$ cat config.mk
export PLATFORM = sky130hd
export DESIGN_NAME = updown_timer_counter_core
export DESIGN_NICKNAME = d
export VERILOG_FILES = /design/src/updown_timer_counter_core.v /design/src/pin_sync3.v
export VERILOG_INCLUDE_DIRS = /design/src
export SDC_FILE = /design/constraint.sdc
export NUM_CORES = 1
export LEC_CHECK = 0
export ABC_AREA = 1
export BUFFER_PORTS_ARGS = -buffer_cell sky130_fd_sc_hd__buf_4
export CORE_MARGIN = 3
export CORE_UTILIZATION = 55
export CTS_CLUSTER_DIAMETER = 50
export DETAILED_ROUTE_END_ITERATION = 10
export GPL_ROUTABILITY_DRIVEN = 0
export PLACE_DENSITY = 0.76
export RECOVER_POWER = 25
export SYNTH_ARGS = -nofsm -noshare
export SYNTH_HDL_FRONTEND = slang
export SYNTH_SLANG_ARGS = --single-unit
$ cat constraint.sdc
create_clock -name clock -period 4 [get_ports clock]
set_input_delay 0.4 -clock clock [delete_from_list [all_inputs] [get_ports clock]]
set_output_delay 0.4 -clock clock [all_outputs]
set_load 0.02 [all_outputs]
$ cat src/timer_core_map.vh
// register offsets, field positions, encodings and reset values of the timer counter core
// How it works
// - up mode counts to the limit, then wraps to zero and continues
// - down mode starts at the limit, reloads the limit after zero
// - up/down mode reverses at the limit and again at zero
// - quadrature mode uses channel 0 as A, channel 1 as B; X2/X4 selectable
// - double step enable makes each step change the count by two, stopping at the limit or zero instead of passing it
// - counter readable and writable anytime; write in up/down forces direction up
// - overflow when leaving the limit upward; next zero, or limit minus one
// - underflow when leaving zero downward; next limit, or one in up/down
// - update event on overflow (up), underflow (down, up/down), both (quadrature)
// - start and stop commands; running and direction status bits readable
// - rising and falling channel 0 edge fields pick start, stop or reload
// - reload loads zero in up and up/down modes, the limit in down mode
// - follow bit makes the timer copy neighbour start, stop and reload actions
// - prescaler divides by two to the exponent 0..10; cleared while stopped
// - channel 1 rising, falling or both edges may clock the counter
// - a channel 0 edge that starts the timer does not also step it
// - timer can count on neighbour overflow or underflow to form chained counters
// - one shot stops the counter on the first update event
// - the channel 1 edge that stops a one-shot timer raises no capture
// - limit buffer moves into the limit at update; valid flag until then
// - direct limit write cancels the pending buffer and clears its valid flag
// - X4 steps on every edge of A and B, direction from the other channel
`ifndef TIMER_CORE_MAP_VH
`define TIMER_CORE_MAP_VH
`define OFS_CTRL 12'h000
`define OFS_CMD 12'h004
`define OFS_STATUS 12'h008
`define OFS_LIMIT 12'h00c
`define OFS_LIMITB 12'h010
`define OFS_COUNT 12'h014
// control field positions
`define CTRL_MODE_LSB 0
`define CTRL_FOLLOW 3
`define CTRL_QDM 4
`define CTRL_OSM 5
`define CTRL_RISE_LSB 8
`define CTRL_FALL_LSB 10
`define CTRL_SRC_LSB 16
`define CTRL_X2 18
`define CTRL_PRESCALE_EXPONENT_LSB 24
// command and status bits
`define CMD_START 0
`define CMD_STOP 1
`define STAT_RUN 0
`define STAT_DIR 1
`define STAT_LBV 2
// modes
`define MODE_UP 2'h0
`define MODE_DOWN 2'h1
`define MODE_UPDOWN 2'h2
`define MODE_QDEC 2'h3
// edge actions
`define ACT_NONE 2'h0
`define ACT_START 2'h1
`define ACT_STOP 2'h2
`define ACT_RELOAD 2'h3
// count sources
`define SRC_PRESCALE_EXPONENT 2'h0
`define SRC_CH1 2'h1
`define SRC_CASCADE 2'h2
// edge select for channel 1 clocking
`define CH1_EDGE_RISE 2'h1
`define CH1_EDGE_FALL 2'h2
`define CH1_EDGE_BOTH 2'h3
`define CTRL_CH1EDGE_LSB 20
`define PRESCALE_EXPONENT_MAX 4'ha
`define LIMIT_RESET 32'hffffffff
`endif

$ cat src/updown_timer_counter_core.v
// apb-attached up/down timer counter core with quadrature, trigger and cascade control
`timescale 1ns/1ps
`include "timer_core_map.vh"
module updown_timer_counter_core #(
    parameter WIDTH = 16
) (
    // clock, reset, enable
    input wire clock,
    input wire rstn,
    input wire clk_en,
    // apb slave
    input wire psel,
    input wire penable,
    input wire pwrite,
    input wire [11:0] paddr,
    input wire [31:0] pwdata,
    output reg [31:0] prdata,
    output reg pready,
    output reg pslverr,
    // channel inputs, from pin or reflex channel
    input wire channel0_pin,
    input wire channel1_pin,
    // neighbour timers
    input wire nbr_start,
    input wire nbr_stop,
    input wire nbr_reload,
    input wire nbr_overflow,
    input wire nbr_underflow,
    // events and state towards compare/capture and neighbours
    output reg overflow_q,
    output reg underflow_q,
    output reg update_q,
    output reg ext_start_q,
    output reg ext_stop_q,
    output reg ext_reload_q,
    output reg ch1_capture_q,
    output reg [WIDTH-1:0] counter_value_q
);
    reg r1_q;
    reg rst_n;
    always @(posedge clock or negedge rstn) begin
        if (!rstn) begin
            r1_q <= 1'b0;
            rst_n <= 1'b0;
        end else begin
            r1_q <= 1'b1;
            rst_n <= r1_q;
        end
    end

    wire ch0_lvl;
    wire ch1_lvl;
    pin_sync3 u_sync0 (.clock(clock), .rst_n(rst_n), .en(clk_en), .pin(channel0_pin), .level_q(ch0_lvl));
    pin_sync3 u_sync1 (.clock(clock), .rst_n(rst_n), .en(clk_en), .pin(channel1_pin), .level_q(ch1_lvl));

    // registers
    reg [1:0] mode_q;
    reg follow_q;
    reg quad_decode_select_q;
    reg one_shot_enable_q;
    reg [1:0] rising_edge_action_q;
    reg [1:0] falling_edge_action_q;
    reg [1:0] count_source_select_q;
    reg [1:0] ch1_edge_q;
    reg double_step_enable_q;
    reg [3:0] prescale_exponent_q;
    reg [WIDTH-1:0] count_limit_q;
    reg [WIDTH-1:0] count_limit_buffer_q;
    reg limit_buffer_valid_q;
    reg running_q;
    reg dir_down_q;
    reg [9:0] prescale_exponent_cnt_q;
    reg ch0_prev_q;
    reg ch1_prev_q;

    wire [31:0] ctrl_word = {4'h0, prescale_exponent_q, 2'h0, ch1_edge_q, 1'b0, double_step_enable_q,
        count_source_select_q, 4'h0, falling_edge_action_q, rising_edge_action_q,
        2'h0, one_shot_enable_q, quad_decode_select_q, follow_q, 1'b0, mode_q};

    // apb decode; every access completes one cycle after its first access cycle
    wire acc = psel && penable && !pready;
    wire wr = acc && pwrite;
    wire wr_ctrl = wr && (paddr == `OFS_CTRL);
    wire wr_cmd = wr && (paddr == `OFS_CMD);
    wire wr_limit = wr && (paddr == `OFS_LIMIT);
    wire wr_limitb = wr && (paddr == `OFS_LIMITB);
    wire wr_count = wr && (paddr == `OFS_COUNT);
    reg mapped;
    reg [31:0] rd_mux;
    always @* begin
        mapped = 1'b1;
        rd_mux = 32'h0;
        if (paddr == `OFS_CTRL) begin
            rd_mux = ctrl_word;
        end else if (paddr == `OFS_CMD) begin
            rd_mux = 32'h0;
        end else if (paddr == `OFS_STATUS) begin
            rd_mux = {29'h0, limit_buffer_valid_q, dir_down_q, running_q};
        end else if (paddr == `OFS_LIMIT) begin
            rd_mux[WIDTH-1:0] = count_limit_q;
        end else if (paddr == `OFS_LIMITB) begin
            rd_mux[WIDTH-1:0] = count_limit_buffer_q;
        end else if (paddr == `OFS_COUNT) begin
            rd_mux[WIDTH-1:0] = counter_value_q;
        end else begin
            mapped = 1'b0;
        end
    end

    // channel edges
    wire ch0_rise = ch0_lvl && !ch0_prev_q;
    wire ch0_fall = !ch0_lvl && ch0_prev_q;
    wire ch1_rise = ch1_lvl && !ch1_prev_q;
    wire ch1_fall = !ch1_lvl && ch1_prev_q;

    // channel 0 edge actions
    wire [1:0] act = ch0_rise ? rising_edge_action_q : (ch0_fall ? falling_edge_action_q : `ACT_NONE);
    wire loc_start = (act == `ACT_START) || (act == `ACT_RELOAD);
    wire loc_stop = (act == `ACT_STOP);
    wire loc_reload = (act == `ACT_RELOAD);
    wire do_start = loc_start || (follow_q && (nbr_start || nbr_reload)) || (wr_cmd && pwdata[`CMD_START]);
    wire do_stop = loc_stop || (follow_q && nbr_stop) || (wr_cmd && pwdata[`CMD_STOP]);
    wire do_reload = loc_reload || (follow_q && nbr_reload);

    // prescaler tick: 2^exponent clock cycles per step
    wire [9:0] prescale_exponent_mask = (10'h001 << prescale_exponent_q) - 10'h001;
    wire prescale_exponent_tick = running_q && ((prescale_exponent_cnt_q & prescale_exponent_mask) == prescale_exponent_mask);

    // quadrature step and direction
    reg q_step;
    reg q_down;
    always @* begin
        q_step = 1'b0;
        q_down = 1'b0;
        if (ch0_rise || ch0_fall) begin
            q_step = 1'b1;
            q_down = ch0_rise ? ch1_lvl : !ch1_lvl;
        end else if (quad_decode_select_q && (ch1_rise || ch1_fall)) begin
            q_step = 1'b1;
            q_down = ch1_rise ? !ch0_lvl : ch0_lvl;
        end
    end

    wire ch1_clk_edge = ((ch1_edge_q == `CH1_EDGE_RISE) && ch1_rise) || ((ch1_edge_q == `CH1_EDGE_FALL) && ch1_fall)
        || ((ch1_edge_q == `CH1_EDGE_BOTH) && (ch1_rise || ch1_fall));
    reg src_step;
    always @* begin
        case (count_source_select_q)
            `SRC_PRESCALE_EXPONENT: src_step = prescale_exponent_tick;
            `SRC_CH1: src_step = ch1_clk_edge && running_q;
            `SRC_CASCADE: src_step = running_q && (nbr_overflow || nbr_underflow);
            default: src_step = 1'b0;
        endcase
    end
    wire is_quad = (mode_q == `MODE_QDEC);
    wire step = is_quad ? (running_q && q_step) : src_step;
    wire step_down = is_quad ? q_down : dir_down_q;

    // next-value arithmetic
    wire [WIDTH-1:0] inc = double_step_enable_q ? {{(WIDTH-2){1'b0}}, 2'h2} : {{(WIDTH-1){1'b0}}, 1'b1};
    wire [WIDTH-1:0] one = {{(WIDTH-1){1'b0}}, 1'b1};
    wire at_limit = (counter_value_q == count_limit_q);
    wire at_zero = (counter_value_q == {WIDTH{1'b0}});
    wire ovf = step && !step_down && at_limit;
    wire unf = step && step_down && at_zero;
    reg upd;
    always @* begin
        case (mode_q)
            `MODE_UP: upd = ovf;
            `MODE_QDEC: upd = ovf || unf;
            default: upd = unf;
        endcase
    end
    wire [WIDTH-1:0] reload_val = (mode_q == `MODE_DOWN) ? count_limit_q : {WIDTH{1'b0}};
    wire os_stop = upd && one_shot_enable_q;

    always @(posedge clock or negedge rst_n) begin
        if (!rst_n) begin
            mode_q <= `MODE_UP;
            follow_q <= 1'b0;
            quad_decode_select_q <= 1'b0;
            one_shot_enable_q <= 1'b0;
            rising_edge_action_q <= `ACT_NONE;
            falling_edge_action_q <= `ACT_NONE;
            count_source_select_q <= `SRC_PRESCALE_EXPONENT;
            ch1_edge_q <= `CH1_EDGE_RISE;
            double_step_enable_q <= 1'b0;
            prescale_exponent_q <= 4'h0;
            count_limit_q <= {WIDTH{1'b1}};
            count_limit_buffer_q <= {WIDTH{1'b0}};
            limit_buffer_valid_q <= 1'b0;
            running_q <= 1'b0;
            dir_down_q <= 1'b0;
            prescale_exponent_cnt_q <= 10'h000;
            ch0_prev_q <= 1'b0;
            ch1_prev_q <= 1'b0;
            counter_value_q <= {WIDTH{1'b0}};
            prdata <= 32'h0;
            pready <= 1'b0;
            pslverr <= 1'b0;
            overflow_q <= 1'b0;
            underflow_q <= 1'b0;
            update_q <= 1'b0;
            ext_start_q <= 1'b0;
            ext_stop_q <= 1'b0;
            ext_reload_q <= 1'b0;
            ch1_capture_q <= 1'b0;
        end else if (clk_en) begin
            ch0_prev_q <= ch0_lvl;
            ch1_prev_q <= ch1_lvl;
            pready <= acc;
            pslverr <= acc && !mapped;
            if (acc && !pwrite) begin
                prdata <= mapped ? rd_mux : 32'h0;
            end
            if (wr_ctrl) begin
                mode_q <= pwdata[`CTRL_MODE_LSB+1:`CTRL_MODE_LSB];
                follow_q <= pwdata[`CTRL_FOLLOW];
                quad_decode_select_q <= pwdata[`CTRL_QDM];
                one_shot_enable_q <= pwdata[`CTRL_OSM];
                rising_edge_action_q <= pwdata[`CTRL_RISE_LSB+1:`CTRL_RISE_LSB];
                falling_edge_action_q <= pwdata[`CTRL_FALL_LSB+1:`CTRL_FALL_LSB];
                count_source_select_q <= pwdata[`CTRL_SRC_LSB+1:`CTRL_SRC_LSB];
                ch1_edge_q <= pwdata[`CTRL_CH1EDGE_LSB+1:`CTRL_CH1EDGE_LSB];
                double_step_enable_q <= pwdata[`CTRL_X2];
                prescale_exponent_q <= (pwdata[`CTRL_PRESCALE_EXPONENT_LSB+3:`CTRL_PRESCALE_EXPONENT_LSB] > `PRESCALE_EXPONENT_MAX) ?
                    `PRESCALE_EXPONENT_MAX : pwdata[`CTRL_PRESCALE_EXPONENT_LSB+3:`CTRL_PRESCALE_EXPONENT_LSB];
            end
            // events
            overflow_q <= ovf;
            underflow_q <= unf;
            update_q <= upd;
            ext_start_q <= loc_start;
            ext_stop_q <= loc_stop;
            ext_reload_q <= loc_reload;
            ch1_capture_q <= (count_source_select_q == `SRC_CH1) && ch1_clk_edge && !os_stop;
            // run control; a stop wins over a start in the same cycle
            if (do_stop || os_stop) begin
                running_q <= 1'b0;
            end else if (do_start) begin
                running_q <= 1'b1;
            end
            if (!running_q || do_stop || os_stop) begin
                prescale_exponent_cnt_q <= 10'h000;
            end else begin
                prescale_exponent_cnt_q <= prescale_exponent_tick ? 10'h000 : prescale_exponent_cnt_q + 10'h001;
            end
            // limit and its buffer; a buffer write in the update cycle stays pending
            if (wr_limit) begin
                count_limit_q <= pwdata[WIDTH-1:0];
                limit_buffer_valid_q <= 1'b0;
            end else if (wr_limitb) begin
                count_limit_buffer_q <= pwdata[WIDTH-1:0];
                limit_buffer_valid_q <= 1'b1;
            end else if (upd && limit_buffer_valid_q) begin
                count_limit_q <= count_limit_buffer_q;
                limit_buffer_valid_q <= 1'b0;
            end
            // counter: software write beats reload, reload beats a step
            if (wr_count) begin
                counter_value_q <= pwdata[WIDTH-1:0];
                if (mode_q == `MODE_UPDOWN) begin
                    dir_down_q <= 1'b0;
                end
            end else if (do_reload) begin
                counter_value_q <= reload_val;
                dir_down_q <= (mode_q == `MODE_DOWN);
            end else if (step) begin
                if (is_quad) begin
                    dir_down_q <= step_down;
                end
                if (ovf) begin
                    if (mode_q == `MODE_UPDOWN) begin
                        counter_value_q <= count_limit_q - one;
                        dir_down_q <= 1'b1;
                    end else begin
                        counter_value_q <= {WIDTH{1'b0}};
                    end
                end else if (unf) begin
                    if (mode_q == `MODE_UPDOWN) begin
                        counter_value_q <= one;
                        dir_down_q <= 1'b0;
                    end else begin
                        counter_value_q <= count_limit_q;
                    end
                end else if (step_down) begin
                    counter_value_q <= (counter_value_q < inc) ? {WIDTH{1'b0}} : counter_value_q - inc;
                end else begin
                    counter_value_q <= ((count_limit_q - counter_value_q) < inc) ? count_limit_q
                        : counter_value_q + inc;
                end
            end else if (wr_ctrl && !running_q) begin
                // entering a mode sets its starting direction
                dir_down_q <= (pwdata[`CTRL_MODE_LSB+1:`CTRL_MODE_LSB] == `MODE_DOWN);
            end
        end
    end
endmodule // updown_timer_counter_core

$ cat src/pin_sync3.v
// three-stage synchroniser with agreement check for external inputs
`timescale 1ns/1ps
module pin_sync3 (
    // clock and reset
    input wire clock,
    input wire rst_n,
    input wire en,
    // pin side
    input wire pin,
    // synchronised level
    output reg level_q
);
    reg s1_q;
    reg s2_q;
    reg s3_q;
    always @(posedge clock or negedge rst_n) begin
        if (!rst_n) begin
            s1_q <= 1'b0;
            s2_q <= 1'b0;
            s3_q <= 1'b0;
            level_q <= 1'b0;
        end else if (en) begin
            s1_q <= pin;
            s2_q <= s1_q;
            s3_q <= s2_q;
            // first stage feeds only the second; change taken once stages two and three agree
            if (s2_q == s3_q) begin
                level_q <= s3_q;
            end
        end
    end
endmodule // pin_sync3

# ---- Word-level counts from Yosys, hierarchy flattened
# Cells that the tools add are included.
dict set report totals {
  regBits 132
  input_bits 57
  out_inout_bits 57
  elab_cells 213
}
dict set report classes {
  n_addsub 6
  magnitude_cmp 3
  n_eq_ne 23
  n_shift 1
  mux 58
  bitwise_logic 2
  reduce_logical 81
}
# operator n
set ops {}
lappend ops {{16-bit 2-to-1 mux} 19}
lappend ops {{1-bit logical AND} 36}
lappend ops {{16-bit by 2-bit less-than comparator with 1-bit output} 2}
lappend ops {{32-bit 2-to-1 mux} 1}
lappend ops {{1-bit 2-to-1 mux} 29}
lappend ops {{28-bit 2-to-1 mux} 1}
lappend ops {{12-bit by 4-bit == test with 1-bit output (second input constant)} 2}
lappend ops {{12-bit by 5-bit == test with 1-bit output (second input constant)} 2}
lappend ops {{10-bit 2-to-1 mux} 2}
lappend ops {{16-bit by 2-bit adder with 16-bit output} 1}
lappend ops {{16-bit == test} 1}
lappend ops {{16-bit logical NOT} 1}
lappend ops {{1-bit logical OR} 16}
lappend ops {{16-bit by 1-bit subtractor with 16-bit output (second input constant)} 1}
lappend ops {{16-bit subtractor} 1}
lappend ops {{16-bit by 2-bit subtractor with 16-bit output} 1}
lappend ops {{2-bit == test (second input constant)} 7}
lappend ops {{2-bit AND reduction} 7}
lappend ops {{12-bit by 3-bit == test with 1-bit output (second input constant)} 1}
lappend ops {{12-bit logical NOT} 1}
lappend ops {{10-bit by 1-bit adder with 10-bit output (second input constant)} 1}
lappend ops {{10-bit bitwise AND} 1}
lappend ops {{10-bit == test} 1}
lappend ops {{2-bit by 1-bit == test with 1-bit output (second input constant)} 5}
lappend ops {{other kinds (17)} 34}

# ---- Depth between registers and ports, before layout
dict set report depth {
  word_depth 16
  mapped_depth 27
  ltp_nobuf 26
}

# ---- By module
# A second synthesis with hierarchy kept.
dict set report hier_totals {
  cells_unflattened 1453
  area_unflattened_um2 9608.0
}
# module n_inst cells_each area_per_inst_um2 seq_area_each_um2
set modules_own_cells {}
lappend modules_own_cells {updown_timer_counter_core 1 1413 9280.2 2949.1}
lappend modules_own_cells {pin_sync3 2 20 163.9 100.1}

# ---- Worst setup path after synthesis
# OpenSTA, ideal clock, no wires.
dict set report synth_path {
  kind {register to register}
  startpoint {reg count_limit_q[0]}
  endpoint {reg counter_value_q[11]}
  setup_time_ns 0.117
  arrival_ns 2.941
  required_time_ns 3.883
  slack_ns 0.943
  stages_incl_launch_ff 21
  path_buffers 1
  period_less_slack_ns 3.057
  path_cell_list {dfstp_2 inv_1 ha_1 inv_1 fa_1 ha_1 a21oi_1 nand3_2 nor3_4 nand3_4 buf_6 nand2_1 o21ai_2 nand2_1 o21ai_1 nand2_1 nand2_1 nand2_1 nand2_1 nand2_1 nand2_1}
}
dict set report synth_via {
  elab_chain_len 9
  word_cells_on_any_way 13
  cone_classes {2 x add/sub; 1 x order compare; 1 x eq/ne; 8 x mux; 1 x reduce/logical}
}
# item line_no
set synth_lines {}
lappend synth_lines {{start, declared} updown_timer_counter_core.v:67} ;# reg [WIDTH-1:0] count_limit_q;
lappend synth_lines {{start signal, assigned} updown_timer_counter_core.v:189} ;# count_limit_q <= {WIDTH{1'b1}};
lappend synth_lines {{start signal, assigned} updown_timer_counter_core.v:250} ;# count_limit_q <= pwdata[WIDTH-1:0];
lappend synth_lines {{start signal, assigned} updown_timer_counter_core.v:256} ;# count_limit_q <= count_limit_buffer_q;
lappend synth_lines {{16-bit subtractor} updown_timer_counter_core.v:289} ;# counter_value_q <= ((count_limit_q - counter_value_q) < inc) ? count_limit_q
lappend synth_lines {{16-bit by 2-bit less-than comparator with 1-bit output} updown_timer_counter_core.v:289}
lappend synth_lines {{16-bit 2-to-1 mux} updown_timer_counter_core.v:289}
lappend synth_lines {{16-bit 2-to-1 mux} updown_timer_counter_core.v:286} ;# end else if (step_down) begin
lappend synth_lines {{16-bit 2-to-1 mux} updown_timer_counter_core.v:279} ;# end else if (unf) begin
lappend synth_lines {{16-bit 2-to-1 mux *} updown_timer_counter_core.v:272} ;# if (ovf) begin
lappend synth_lines {{16-bit 2-to-1 mux *} updown_timer_counter_core.v:268} ;# end else if (step) begin
lappend synth_lines {{16-bit 2-to-1 mux *} updown_timer_counter_core.v:265} ;# end else if (do_reload) begin
lappend synth_lines {{16-bit 2-to-1 mux *} updown_timer_counter_core.v:260} ;# if (wr_count) begin
lappend synth_lines {{end signal, assigned} updown_timer_counter_core.v:261} ;# counter_value_q <= pwdata[WIDTH-1:0];
lappend synth_lines {{end signal, assigned} updown_timer_counter_core.v:266} ;# counter_value_q <= reload_val;
lappend synth_lines {{end signal, assigned} updown_timer_counter_core.v:274} ;# counter_value_q <= count_limit_q - one;
lappend synth_lines {{end, declared} updown_timer_counter_core.v:37} ;# output reg [WIDTH-1:0] counter_value_q
# Mark *: on every way between the ends. The rest lies on a longest branch, timed or not. The select of a mux whose other input is x is not followed.
# A chain may end at the register's enable or synchronous reset.

# ---- Worst setup path after layout
dict set report layout_path {
  startpoint {reg count_limit_q[0]}
  endpoint {reg counter_value_q[12]}
}
# Same word-level chain as after synthesis.

==> metrics.yaml <==
clock_network:
  cts_buffer_depth: 2
  cts_max_level: 4
  clock_latency_ps: 430
  cts_tree: "yes"
  clock_sink_count: 125
  clk_pin_slew_ps: 70
  post_cts_buffers: 0
  numCtsBuffers: 17
  cts-root-buf: "clkbuf_16"
  hold_buffers: 1
  ctsResizeCount: 0
power:
  leakage_nw: 5.64
  vdd_drop_max_v: 0.000395
  swShare_pct: 42.2
  combPwrFrac_pct: 38.4
  power_frac_seq_pct: 31.3
  switchingPower_mw: 2.18
  power_mw: 5.17
  clkPwrFrac_pct: 30.3
  p_int_mw: 2.99
  powerDensity_mw_per_mm2: 468
logic_synthesis:
  synth_top_area_share_pct: 28.1
  yosysSeqAreaShare_pct: 32.7
  synthArstFlopShare_pct: 100
  netlist_area_mm2: 0.00963
  ys_warn_count: 0
  syn_inst: 1432
  synth.avg_cell_area_um2: 6.72
  post-synth-top-area-cell: "dfrtp_1"
  synth-edff-count: 0
  synth.area.top_cells: "dfrtp_1 28%, nand2_1 17%, inv_1 7.6%"
  synth.ff_latch_count: 125
  synthFlopType: "dfrtp_1"
  synth.distinct_cells: 54
worst_setup_path:
  arrival_ps: 3820
  startpoint_type: "flip-flop"
  endpoint_kind: "flip-flop"
  cp.required_ps: 4300
  path_max_fanout: 25
  path_class: "reg -> reg"
place:
  place_inst: 1710
  portBuffers: 99
  dpl.hpwl_um: 21700
  place_area_mm2: 0.0105
  dpl_worst_slack_ps: 553
floorplanning:
  die-area_mm2: 0.0191
  start_util_pct: 57.0
  die_width_um: 138
  ios: 114
  core_mm2: 0.0169
  rows: 47
  die_h_um: 138
timing:
  hold_viol_final: 0
  fin_ws_ps: 483
  timing.clock.skew_ps: 14.9
  fin_crit_ps: 3520
  rsz0062_at_grt: "no"
  maxSlewViolCount: 54
  relSlewSlack_pct: -45.8
  hold_slack_ps: 181
  tns_ps: 0
  tightest_slew_ps: 2190
  period_share_pct: 87.9
  setup_viol: 0
  fmax_ghz: 0.284
routing:
  firstDrtPassIters: 5
  vias: 9685
  vias_per_cell: 5.56
  ant_nets: 0
  drtIter0Drc: 883
  drc: 0
  wl_per_cell_um: 16.6
  wl_um: 28900
status:
  status: "finished with violations"
  violations: "max-capacitance violations, max-slew violations"
layout:
  stdcell_area_mm2: 0.0111
  insertedDiodeCount: 0
  stdcell_count: 1743
  fin_util_pct: 65.5
  areaGrowthSynthToFinish_pct: 14.9
  final_nets: 1605
  layout_common_cells: "435 x nand2_1, 194 x inv_1, 115 x nor2_1, 108 x dfrtp_1, 108 x buf_4"
  final_common_cell: "nand2_1"
  drive_above_1_share_pct: 14.1
job:
  max_cap_violations: 1
global_routing:
  grt_max_degree: 71
  grt_first_pass_wirelength_um: 46700
  grt_pass1_vias: 9042
  overflow: 0
  grt_use_total_pct: 30.1
  antenna_found_initial: 0
hold_path:
  hp-class: "in -> reg"
==> area by class of cell <==
type / count / area, µm²
tap: 220 / 275
multi-input combinational: 1049 / 5430
timing repair buffer: 114 / 856
inverter: 203 / 762
clock inverter: 14 / 149
fill: 1512 / 5820
sequential: 125 / 3150
clock buffer: 18 / 439
==> power by group through the flow <==
stage                     Clock, mW  Sequential [mW]  Combinational [mW]
after floorplan                   0             1.62                1.37
after global placement            0             1.63                1.90
after detailed placement          0             1.63                1.94
after CTS                      1.57             1.61                1.96
after global routing           1.63             1.64                2.24
final                          1.57             1.62                1.99
==> per-layer routing <==
layer | wire, µm | GRT usage [%] | vias up
met2 | 12600 | 46.0 | 466
met3 | 2430 | 5.39 | 90
li1 | - | - | 4723
met1 | 12400 | 41.1 | 4406
met4 | 1450 | 15.2 | 0
met5 | 0 | 0 | -
==> Yosys cell counts, drive strengths merged (4+ instances only) <==
| master | count |
|---|---|
| o22ai | 15 |
| o21ai | 140 |
| a211oi | 4 |
| clkbuf | 37 |
| nand3b | 4 |
| o31ai | 9 |
| o211ai | 6 |
| ha | 35 |
| nor3 | 25 |
| nand3 | 62 |
| dfrtp | 108 |
| xnor2 | 7 |
| inv | 200 |
| xor2 | 39 |
| or2 | 4 |
| dfstp | 17 |
| nor2 | 124 |
| nand2 | 444 |
| nor4 | 7 |
| buf | 24 |
| nand4 | 22 |
| a21oi | 72 |
==> worst paths after layout <==
path	startpoint	to	slack [ps]	cells after the start
max	count_limit_q[0]	counter_value_q[12]	480	17
min	channel0_pin	u_sync0.s1_q	180	3
max reg2reg	count_limit_q[0]	counter_value_q[12]	480	17
min reg2reg	r1_q	rst_n	360	0
max in group asynchronous	rst_n	count_limit_q[14]	1790	1
min in group asynchronous	rstn	r1_q	280	2
==> critical path, cell delays in order, from the launching register on <==
cell and delay (ps):
dfstp_2 560, inv_1 80, ha_1 180, inv_1 120, fa_1 430, ha_1 290, a21oi_1 180, nand3_2 120
nor3_4 400, nand3_4 320, nand2_1 140, o21ai_1 70, nand2_1 60, o21ai_1 60, o21bai_1 180, nand2_1 70
nand2_1 60, o21ai_1 60
==> state kept, by name, indices dropped and copies added (netlist names), 2 cells and up <==
signal,flops
prdata,25
count_limit_buffer_q,16
count_limit_q,16
counter_value_q,16
prescale_exponent_cnt_q,10
prescale_exponent_q,4
ch1_edge_q,2
count_source_select_q,2
falling_edge_action_q,2
mode_q,2
rising_edge_action_q,2
==> cells by family (layout without fill, tap and decap cells) <==
kind of cell	Yosys count	after routing	share of synthesized area, %
other	2	8	0.0780
AO/OA/AOI/OAI	261	261	15.5
XOR/XNOR	46	46	4.34
adder cells (fa/ha/maj)	38	38	5.17
flip-flops	125	125	32.7
buffers and inverters	264	349	11.2
AND/OR/NAND/NOR	696	696	31.0
(Power assumes the default switching activity.)
